===== config.mk =====
export PLATFORM = sky130hd
export DESIGN_NAME = arc_regs
export DESIGN_NICKNAME = d
export VERILOG_FILES = /design/src/arc_pkg.sv /design/src/arc_pin_ctl.sv /design/src/arc_regs.sv
export SDC_FILE = /design/constraint.sdc
export NUM_CORES = 1
export LEC_CHECK = 0
export ABC_CLOCK_PERIOD_IN_PS = 3400
export BUFFER_PORTS_ARGS = -buffer_cell sky130_fd_sc_hd__buf_2
export CAP_MARGIN = 0
export CORE_UTILIZATION = 50
export DETAILED_ROUTE_END_ITERATION = 12
export GPL_TIMING_DRIVEN = 0
export PLACE_DENSITY = 0.9
export SYNTH_ARGS = -nofsm -noshare
export SYNTH_HDL_FRONTEND = slang
export SYNTH_HIERARCHICAL = 1
export SYNTH_SLANG_ARGS = --single-unit

===== constraint.sdc =====
create_clock -name pclk -period 3.4 [get_ports pclk]
set_clock_uncertainty 0.1 [all_clocks]
set_input_delay 0.51 -clock pclk [delete_from_list [all_inputs] [get_ports pclk]]
set_output_delay 0.51 -clock pclk [all_outputs]
set_load 0.02 [all_outputs]

===== src/arc_pkg.sv =====
package arc_pkg;

    // bus geometry
    localparam int          ADDR_W        = 8;
    localparam int          DATA_W        = 32;
    localparam int          RES_W         = 12;
    localparam int          PIN_N         = 8;

    // register byte offsets
    localparam logic [7:0]  OFF_RES_LOW   = 8'h00;
    localparam logic [7:0]  OFF_RES_HIGH  = 8'h04;
    localparam logic [7:0]  OFF_CTRL_A    = 8'h08;
    localparam logic [7:0]  OFF_CTRL_B    = 8'h0C;
    localparam logic [7:0]  OFF_PIN_SEL   = 8'h10;

    // converter_control_a fields
    localparam int          CA_START      = 7;
    localparam int          CA_BUSY       = 6;
    localparam int          CA_ENABLE     = 5;
    localparam int          CA_ALIGN      = 4;
    localparam int          CA_CH_LSB     = 0;
    localparam int          CA_CH_W       = 4;

    // converter_control_b fields
    localparam int          CB_SRC_LSB    = 5;
    localparam int          CB_SRC_W      = 3;
    localparam int          CB_REF_LSB    = 3;
    localparam int          CB_REF_W      = 2;
    localparam int          CB_CLK_LSB    = 0;
    localparam int          CB_CLK_W      = 3;

    // input source code that selects the external channel
    localparam logic [2:0]  SRC_EXTERNAL  = 3'h0;

    // values after reset
    localparam logic [7:0]  CTRL_A_RST    = 8'h00;
    localparam logic [7:0]  CTRL_B_RST    = 8'h00;
    localparam logic [7:0]  PIN_SEL_RST   = 8'h00;
    localparam logic [11:0] RES_RST       = 12'h000;

endpackage : arc_pkg


===== src/arc_pin_ctl.sv =====
`timescale 1ns/1ps
`default_nettype none

module arc_pin_ctl
    import arc_pkg::*;
(
    // clock and reset
    input  wire logic             pclk,
    input  wire logic             presetn,
    // configuration
    input  wire logic [PIN_N-1:0] analog_sel,
    input  wire logic [PIN_N-1:0] pullup_cfg,
    // pin control
    output logic      [PIN_N-1:0] digital_en_r,
    output logic      [PIN_N-1:0] pullup_en_r,
    output logic      [PIN_N-1:0] analog_conn_r
);

    genvar g;
    generate
        for (g = 0; g < PIN_N; g = g + 1) begin : g_pin
            always_ff @(posedge pclk or negedge presetn) begin
                if (!presetn) begin
                    digital_en_r[g]  <= 1'b1;
                    pullup_en_r[g]   <= 1'b0;
                    analog_conn_r[g] <= 1'b0;
                end else begin
                    // analog use drops the digital and shared functions
                    digital_en_r[g]  <= ~analog_sel[g];
                    // pull-high forced off whatever its own setting says
                    pullup_en_r[g]   <= pullup_cfg[g] & ~analog_sel[g];
                    analog_conn_r[g] <= analog_sel[g];
                end
            end
        end
    endgenerate

endmodule : arc_pin_ctl

`default_nettype wire


===== src/arc_regs.sv =====
// How it works
// - result shown in two read-only bytes
// - alignment bit picks left or right format
// - bytes without result bits read zero
// - disabled converter keeps stored result
// - completed conversion becomes readable result
// - two 8-bit control registers hold fields
// - one analog source reaches converter while enabled, none while disabled
// - channel field picks the external pin
// - source field picks internal or external
// - analog pins lose digital and shared functions
// - analog pins lose their pull-high resistor
`timescale 1ns/1ps
`default_nettype none

module arc_regs
    import arc_pkg::*;
(
    // apb clock and reset
    input  wire logic              pclk,
    input  wire logic              presetn,
    // apb slave
    input  wire logic              psel,
    input  wire logic              penable,
    input  wire logic              pwrite,
    input  wire logic [ADDR_W-1:0] paddr,
    input  wire logic [DATA_W-1:0] pwdata,
    input  wire logic [3:0]        pstrb,
    output logic      [DATA_W-1:0] prdata,
    output logic                   pready,
    output logic                   pslverr,
    // conversion core
    input  wire logic              conv_done,
    input  wire logic [RES_W-1:0]  conv_data,
    output logic                   conv_start,
    output logic                   conv_enable,
    output logic      [CB_REF_W-1:0] ref_sel,
    output logic      [CB_CLK_W-1:0] clk_sel,
    // input multiplexer
    output logic                   mux_ext_en,
    output logic      [CA_CH_W-1:0] mux_ext_ch,
    output logic                   mux_int_en,
    output logic      [CB_SRC_W-1:0] mux_int_sel,
    // shared pins
    input  wire logic [PIN_N-1:0]  pullup_cfg,
    output logic      [PIN_N-1:0]  pin_digital_en,
    output logic      [PIN_N-1:0]  pin_pullup_en,
    output logic      [PIN_N-1:0]  pin_analog_conn
);

    logic [7:0]        ctrl_a_r;
    logic [7:0]        ctrl_b_r;
    logic [7:0]        pin_sel_r;
    logic [RES_W-1:0]  result_r;
    logic              busy_r;
    logic              start_r;
    logic [DATA_W-1:0] prdata_r;
    logic [DATA_W-1:0] prdata_nxt;
    logic              pready_r;
    logic              pslverr_r;
    logic              slverr_nxt;
    logic              conv_start_r;
    logic              mux_ext_en_r;
    logic [CA_CH_W-1:0] mux_ext_ch_r;
    logic              mux_int_en_r;
    logic [CB_SRC_W-1:0] mux_int_sel_r;
    logic              setup;
    logic              wr_take;
    logic              align;
    logic              enable;
    logic [7:0]        res_low;
    logic [7:0]        res_high;
    logic [2:0]        src;

    // a transfer is decoded at the setup edge; the access phase then
    // completes in one cycle with pready high, and a write lands only
    // at that completing edge
    assign setup   = psel & ~penable;
    assign wr_take = psel & penable & pready_r & pwrite & pstrb[0];
    assign align   = ctrl_a_r[CA_ALIGN];
    assign enable  = ctrl_a_r[CA_ENABLE];
    assign src     = ctrl_b_r[CB_SRC_LSB +: CB_SRC_W];

    // result byte views, unused bits forced low
    always_comb begin
        if (align) begin
            res_low  = result_r[7:0];
            res_high = {4'h0, result_r[11:8]};
        end else begin
            res_low  = {result_r[3:0], 4'h0};
            res_high = result_r[11:4];
        end
    end

    // read mux and unmapped-address decode
    always_comb begin
        prdata_nxt = '0;
        slverr_nxt = 1'b0;
        case (paddr)
            OFF_RES_LOW: begin
                prdata_nxt[7:0] = res_low;
                slverr_nxt      = pwrite;
            end
            OFF_RES_HIGH: begin
                prdata_nxt[7:0] = res_high;
                slverr_nxt      = pwrite;
            end
            OFF_CTRL_A: begin
                prdata_nxt[7:0] = {start_r, busy_r, ctrl_a_r[5:0]};
            end
            OFF_CTRL_B: begin
                prdata_nxt[7:0] = ctrl_b_r;
            end
            OFF_PIN_SEL: begin
                prdata_nxt[7:0] = pin_sel_r;
            end
            default: begin
                slverr_nxt = 1'b1;
            end
        endcase
    end

    // apb answer registers
    always_ff @(posedge pclk or negedge presetn) begin
        if (!presetn) begin
            prdata_r  <= '0;
            pready_r  <= 1'b0;
            pslverr_r <= 1'b0;
        end else begin
            pready_r  <= setup;
            pslverr_r <= setup & slverr_nxt;
            if (setup && !pwrite) begin
                prdata_r <= prdata_nxt;
            end else if (!psel) begin
                prdata_r <= '0;
            end
        end
    end

    // control register a: enable, align and channel; start and busy
    // are handled apart
    always_ff @(posedge pclk or negedge presetn) begin
        if (!presetn) begin
            ctrl_a_r <= CTRL_A_RST;
        end else if (wr_take && paddr == OFF_CTRL_A) begin
            ctrl_a_r[5:0] <= pwdata[5:0];
            ctrl_a_r[7:6] <= 2'b00;
        end
    end

    // control register b: source, reference and clock selects
    always_ff @(posedge pclk or negedge presetn) begin
        if (!presetn) begin
            ctrl_b_r <= CTRL_B_RST;
        end else if (wr_take && paddr == OFF_CTRL_B) begin
            ctrl_b_r <= pwdata[7:0];
        end
    end

    // which shared pins serve as converter inputs
    always_ff @(posedge pclk or negedge presetn) begin
        if (!presetn) begin
            pin_sel_r <= PIN_SEL_RST;
        end else if (wr_take && paddr == OFF_PIN_SEL) begin
            pin_sel_r <= pwdata[7:0];
        end
    end

    // start bit holds the written value; a low-to-high write that also
    // sets enable launches one conversion
    always_ff @(posedge pclk or negedge presetn) begin
        if (!presetn) begin
            start_r      <= 1'b0;
            conv_start_r <= 1'b0;
        end else begin
            conv_start_r <= 1'b0;
            if (wr_take && paddr == OFF_CTRL_A) begin
                start_r <= pwdata[CA_START];
                if (pwdata[CA_START] && !start_r && pwdata[CA_ENABLE]) begin
                    conv_start_r <= 1'b1;
                end
            end
        end
    end

    // busy from launch until done or until enable drops; a new launch in the done cycle wins
    always_ff @(posedge pclk or negedge presetn) begin
        if (!presetn) begin
            busy_r <= 1'b0;
        end else if (conv_start_r) begin
            busy_r <= 1'b1;
        end else if (conv_done || !enable) begin
            busy_r <= 1'b0;
        end
    end

    // whole 12-bit word captured at once so both bytes match; a
    // disabled converter leaves the stored value alone
    always_ff @(posedge pclk or negedge presetn) begin
        if (!presetn) begin
            result_r <= RES_RST;
        end else if (conv_done && enable) begin
            result_r <= conv_data;
        end
    end

    // input routing: only one of external or internal is ever on
    always_ff @(posedge pclk or negedge presetn) begin
        if (!presetn) begin
            mux_ext_en_r  <= 1'b0;
            mux_int_en_r  <= 1'b0;
            mux_ext_ch_r  <= '0;
            mux_int_sel_r <= '0;
        end else begin
            mux_ext_en_r  <= enable && (src == SRC_EXTERNAL);
            mux_int_en_r  <= enable && (src != SRC_EXTERNAL);
            mux_ext_ch_r  <= ctrl_a_r[CA_CH_LSB +: CA_CH_W];
            mux_int_sel_r <= src;
        end
    end

    // shared-pin function and pull-high control
    arc_pin_ctl u_pin_ctl (
        .pclk          (pclk),
        .presetn       (presetn),
        .analog_sel    (pin_sel_r),
        .pullup_cfg    (pullup_cfg),
        .digital_en_r  (pin_digital_en),
        .pullup_en_r   (pin_pullup_en),
        .analog_conn_r (pin_analog_conn)
    );

    assign prdata      = prdata_r;
    assign pready      = pready_r;
    assign pslverr     = pslverr_r;
    assign conv_start  = conv_start_r;
    assign conv_enable = ctrl_a_r[CA_ENABLE];
    assign ref_sel     = ctrl_b_r[CB_REF_LSB +: CB_REF_W];
    assign clk_sel     = ctrl_b_r[CB_CLK_LSB +: CB_CLK_W];
    assign mux_ext_en  = mux_ext_en_r;
    assign mux_ext_ch  = mux_ext_ch_r;
    assign mux_int_en  = mux_int_en_r;
    assign mux_int_sel = mux_int_sel_r;

endmodule : arc_regs

`default_nettype wire


==> results_dict.tcl <==
set metrics [dict create \
    drt_iter0_drc 202 \
    ys_seq_area_frac 0.591 \
    grt_max_degree 62 \
    yosysTopAreaCell "dfrtp_1" \
    path_clk_slew_ns 0.08 \
    setup_violations 0 \
    grt_usage 0.224 \
    ant_nets 0 \
    tightestPinTransition_ns 0.868 \
    finalWorstSetupSlack_ns 1.34 \
    fin_nets 451 \
    rsz0062_at_grt "false" \
    syn_avg_cell_area_sq_um 13.5 \
    pin_count 144 \
    antenna_cells 0 \
    critPathMaxFanout 8 \
    drt_wl_total_mm 7.57 \
    fin_setup_tns_ns 0 \
    synthTopCellsByCount "dfrtp_1 (72), mux2_2 (35), buf_4 (30), nor2b_1 (13), mux2i_1 (12)" \
    holdBufCountCts 1 \
    synth_area_leaders "dfrtp_1 (53%), mux2_2 (12%), buf_4 (6.6%)" \
    final.fill_count 521 \
    critical_path_class "in2reg" \
    dr_total_vias 2431 \
    hold_violations 0 \
    wl_per_cell_microns 16.4 \
    placement_rows 29 \
    cts_inserted_buffers 9 \
    grt_pass1_wl_mm 12.1 \
    dr.pass1.iters 10 \
    die_width_microns 84.5 \
    area_growth_pct 26.5 \
    cts_tree "done" \
    cts_resized 0 \
    cpPeakStageDelay_ns 0.56 \
    vias_per_cell 5.25 \
    io_buffers 92 \
    ir_drop_uv 278 \
    p_total_mw 1.89 \
    final_max_slew_viol_count 0 \
    drcViolationCount 10 \
    hold_class "in2reg" \
    outcome "finished, violations left" \
    place_hpwl_mm 5.52 \
    p_per_area_mw_per_mm2 439 \
    clkLatencyLatePin_ns 0.35 \
    power.leakage_nw 2.28 \
    synth-seq-cells 80 \
    placed_area_sq_mm 0.00408 \
    synth_top_cell_area_share 0.529 \
    synth_ff_type "dfrtp_1" \
    cpMostUsedCell "nor4_4" \
    relSlewSlack 0.420 \
    die_h_microns 84.5 \
    drive_gt1_frac 0.503 \
    yosysMostFrequentCell "dfrtp_1" \
    grt_pass1_vias 2422 \
    fin_crit_sh 0.605 \
    synthCells 253 \
    required_ns 3.54 \
    synth_edf_count 0 \
    cts.sinks 80 \
    crit_path_top_delay_cell "nor4_4" \
    crit_path_start "paddr[4]" \
    synthesis.area_sq_mm 0.00340 \
    violations "design-rule violations" \
    drv_cap 0 \
    async_reset_ff_frac 1.00 \
    initial_utilization 0.527 \
    grt_overflow 0 \
    die_area_sq_mm 0.00714 \
    fmax_ghz 0.486 \
    crit_chain "buf_2, nor4_4, nand3_2, nor4_4, mux2_2" \
    gp_congestion 0.874 \
    r2r_start "pready$_DFF_PN0_" \
    clockRootBuffer "clkbuf_8" \
    post_cts_buffers 0 \
    clockBufferDepth 2 \
    antenna_found_initial 0 \
    crit_end "ctrl_a_r[0]$_DFFE_PN0P_" \
    yosysWarningCount 6 \
    r2r-end "ctrl_a_r[0]$_DFFE_PN0P_" \
    endpoint_kind "flip-flop" \
    worst-r2r-setup-slack_ns 1.66 \
    reg2reg_depth 3 \
    critPathLaunchType "input port" \
    htree_num_levels 3 \
    ys_types 41 \
    design_area_sq_mm 0.00431 \
    worstPathArrival_ns 2.20 \
    period_needed_ns 2.06 \
    dp_slack_ns 0.940 \
    coreArea_sq_mm 0.00646 \
]
-- worst min-delay path by stage --
stage,startpoint,end,slack [ns],cells past startpoint
after detailed placement,ctrl_a_r[3]$_DFFE_PN0P_,mux_ext_ch[3]$_DFF_PN0_,0.30,0
after CTS,conv_done,busy_r$_DFFE_PN0P_,0.23,2
after floorplan,presetn,busy_r$_DFFE_PN0P_,0.11,0
after global routing,conv_done,busy_r$_DFFE_PN0P_,0.23,2
after global placement,ctrl_a_r[3]$_DFFE_PN0P_,mux_ext_ch[3]$_DFF_PN0_,0.28,0
final,conv_done,busy_r$_DFFE_PN0P_,0.25,2
-- cells by family after synthesis --
| logic type | after synthesis | share of synthesized area |
|---|---|---|
| flops | 80 | 0.591 |
| other cells | 1 | 0.00110 |
| compound gates | 35 | 0.0820 |
| buf+inv | 42 | 0.0801 |
| mux | 47 | 0.151 |
| simple gates | 48 | 0.0945 |
-- power breakdown --
group | internal [mW] | switching [mW]
sequential | 0.961 | 0.00465
combinational | 0.0591 | 0.0934
clock | 0.414 | 0.358
-- flip-flops by register name (all words and copies together) (netlist names), 3 cells and up --
signal / count
ctrl_a_r: 6
ctrl_b_r: 8
mux_ext_ch: 4
mux_int_sel: 3
pin_sel_r: 8
prdata: 8
result_r: 12
u_pin_ctl/analog_conn_r: 8
u_pin_ctl/digital_en_r: 8
u_pin_ctl/pullup_en_r: 8
-- per-layer routing --
metal	vias to the layer above	track usage	wire, microns
li1	1116	-	-
met1	1193	0.300	3350
met2	107	0.348	3640
met3	15	0.0492	427
met4	0	0.109	158
met5	-	0	0
-- cells in the final DEF (no fill, tap or decap), types with 3 or more instances in the layout --
cell type	synthesis	layout
buf_4	30	31
a32oi_1	7	7
and3_2	3	3
mux2_2	35	35
buf_2	2	93
a221o_1	4	4
mux2i_1	12	12
o21ai_0	3	3
nor2_1	7	7
clkbuf_8	0	9
o32ai_1	4	4
o22ai_1	3	3
nand2_1	7	7
inv_1	9	9
nor2b_1	13	13
dfrtp_1	72	72
conb_1	1	24
a22oi_1	4	4
dfstp_2	8	8
-- per-stage QoR --
step	instances	utilization	hold slack (ns)
final	463	0.667	0.249
after global routing	463	0.667	0.234
after CTS	463	0.667	0.233
after detailed placement	446	0.631	0.295
after global placement	445	0.627	0.281
after floorplan	276	-	0.114
-- critical path: cells and delay by family --
kind | cells | cell delay [ns]
and+or+nand+nor | 3 | 1.12
muxes | 1 | 0.42
buffers and inverters | 1 | 0.15
-- layout make-up --
class / instances / area [sq um] / area share
Buffer: 33 / 239 / 0.0555
Clock buffer: 9 / 124 / 0.0288
Clock inverter: 7 / 95.1 / 0.0221
Inverter: 9 / 33.8 / 0.00785
Multi-Input combinational cell: 154 / 1200 / 0.280
Sequential cell: 80 / 2010 / 0.467
Tap cell: 77 / 96.3 / 0.0224
Timing Repair Buffer: 94 / 500 / 0.116
(Power assumes the default switching activity.)
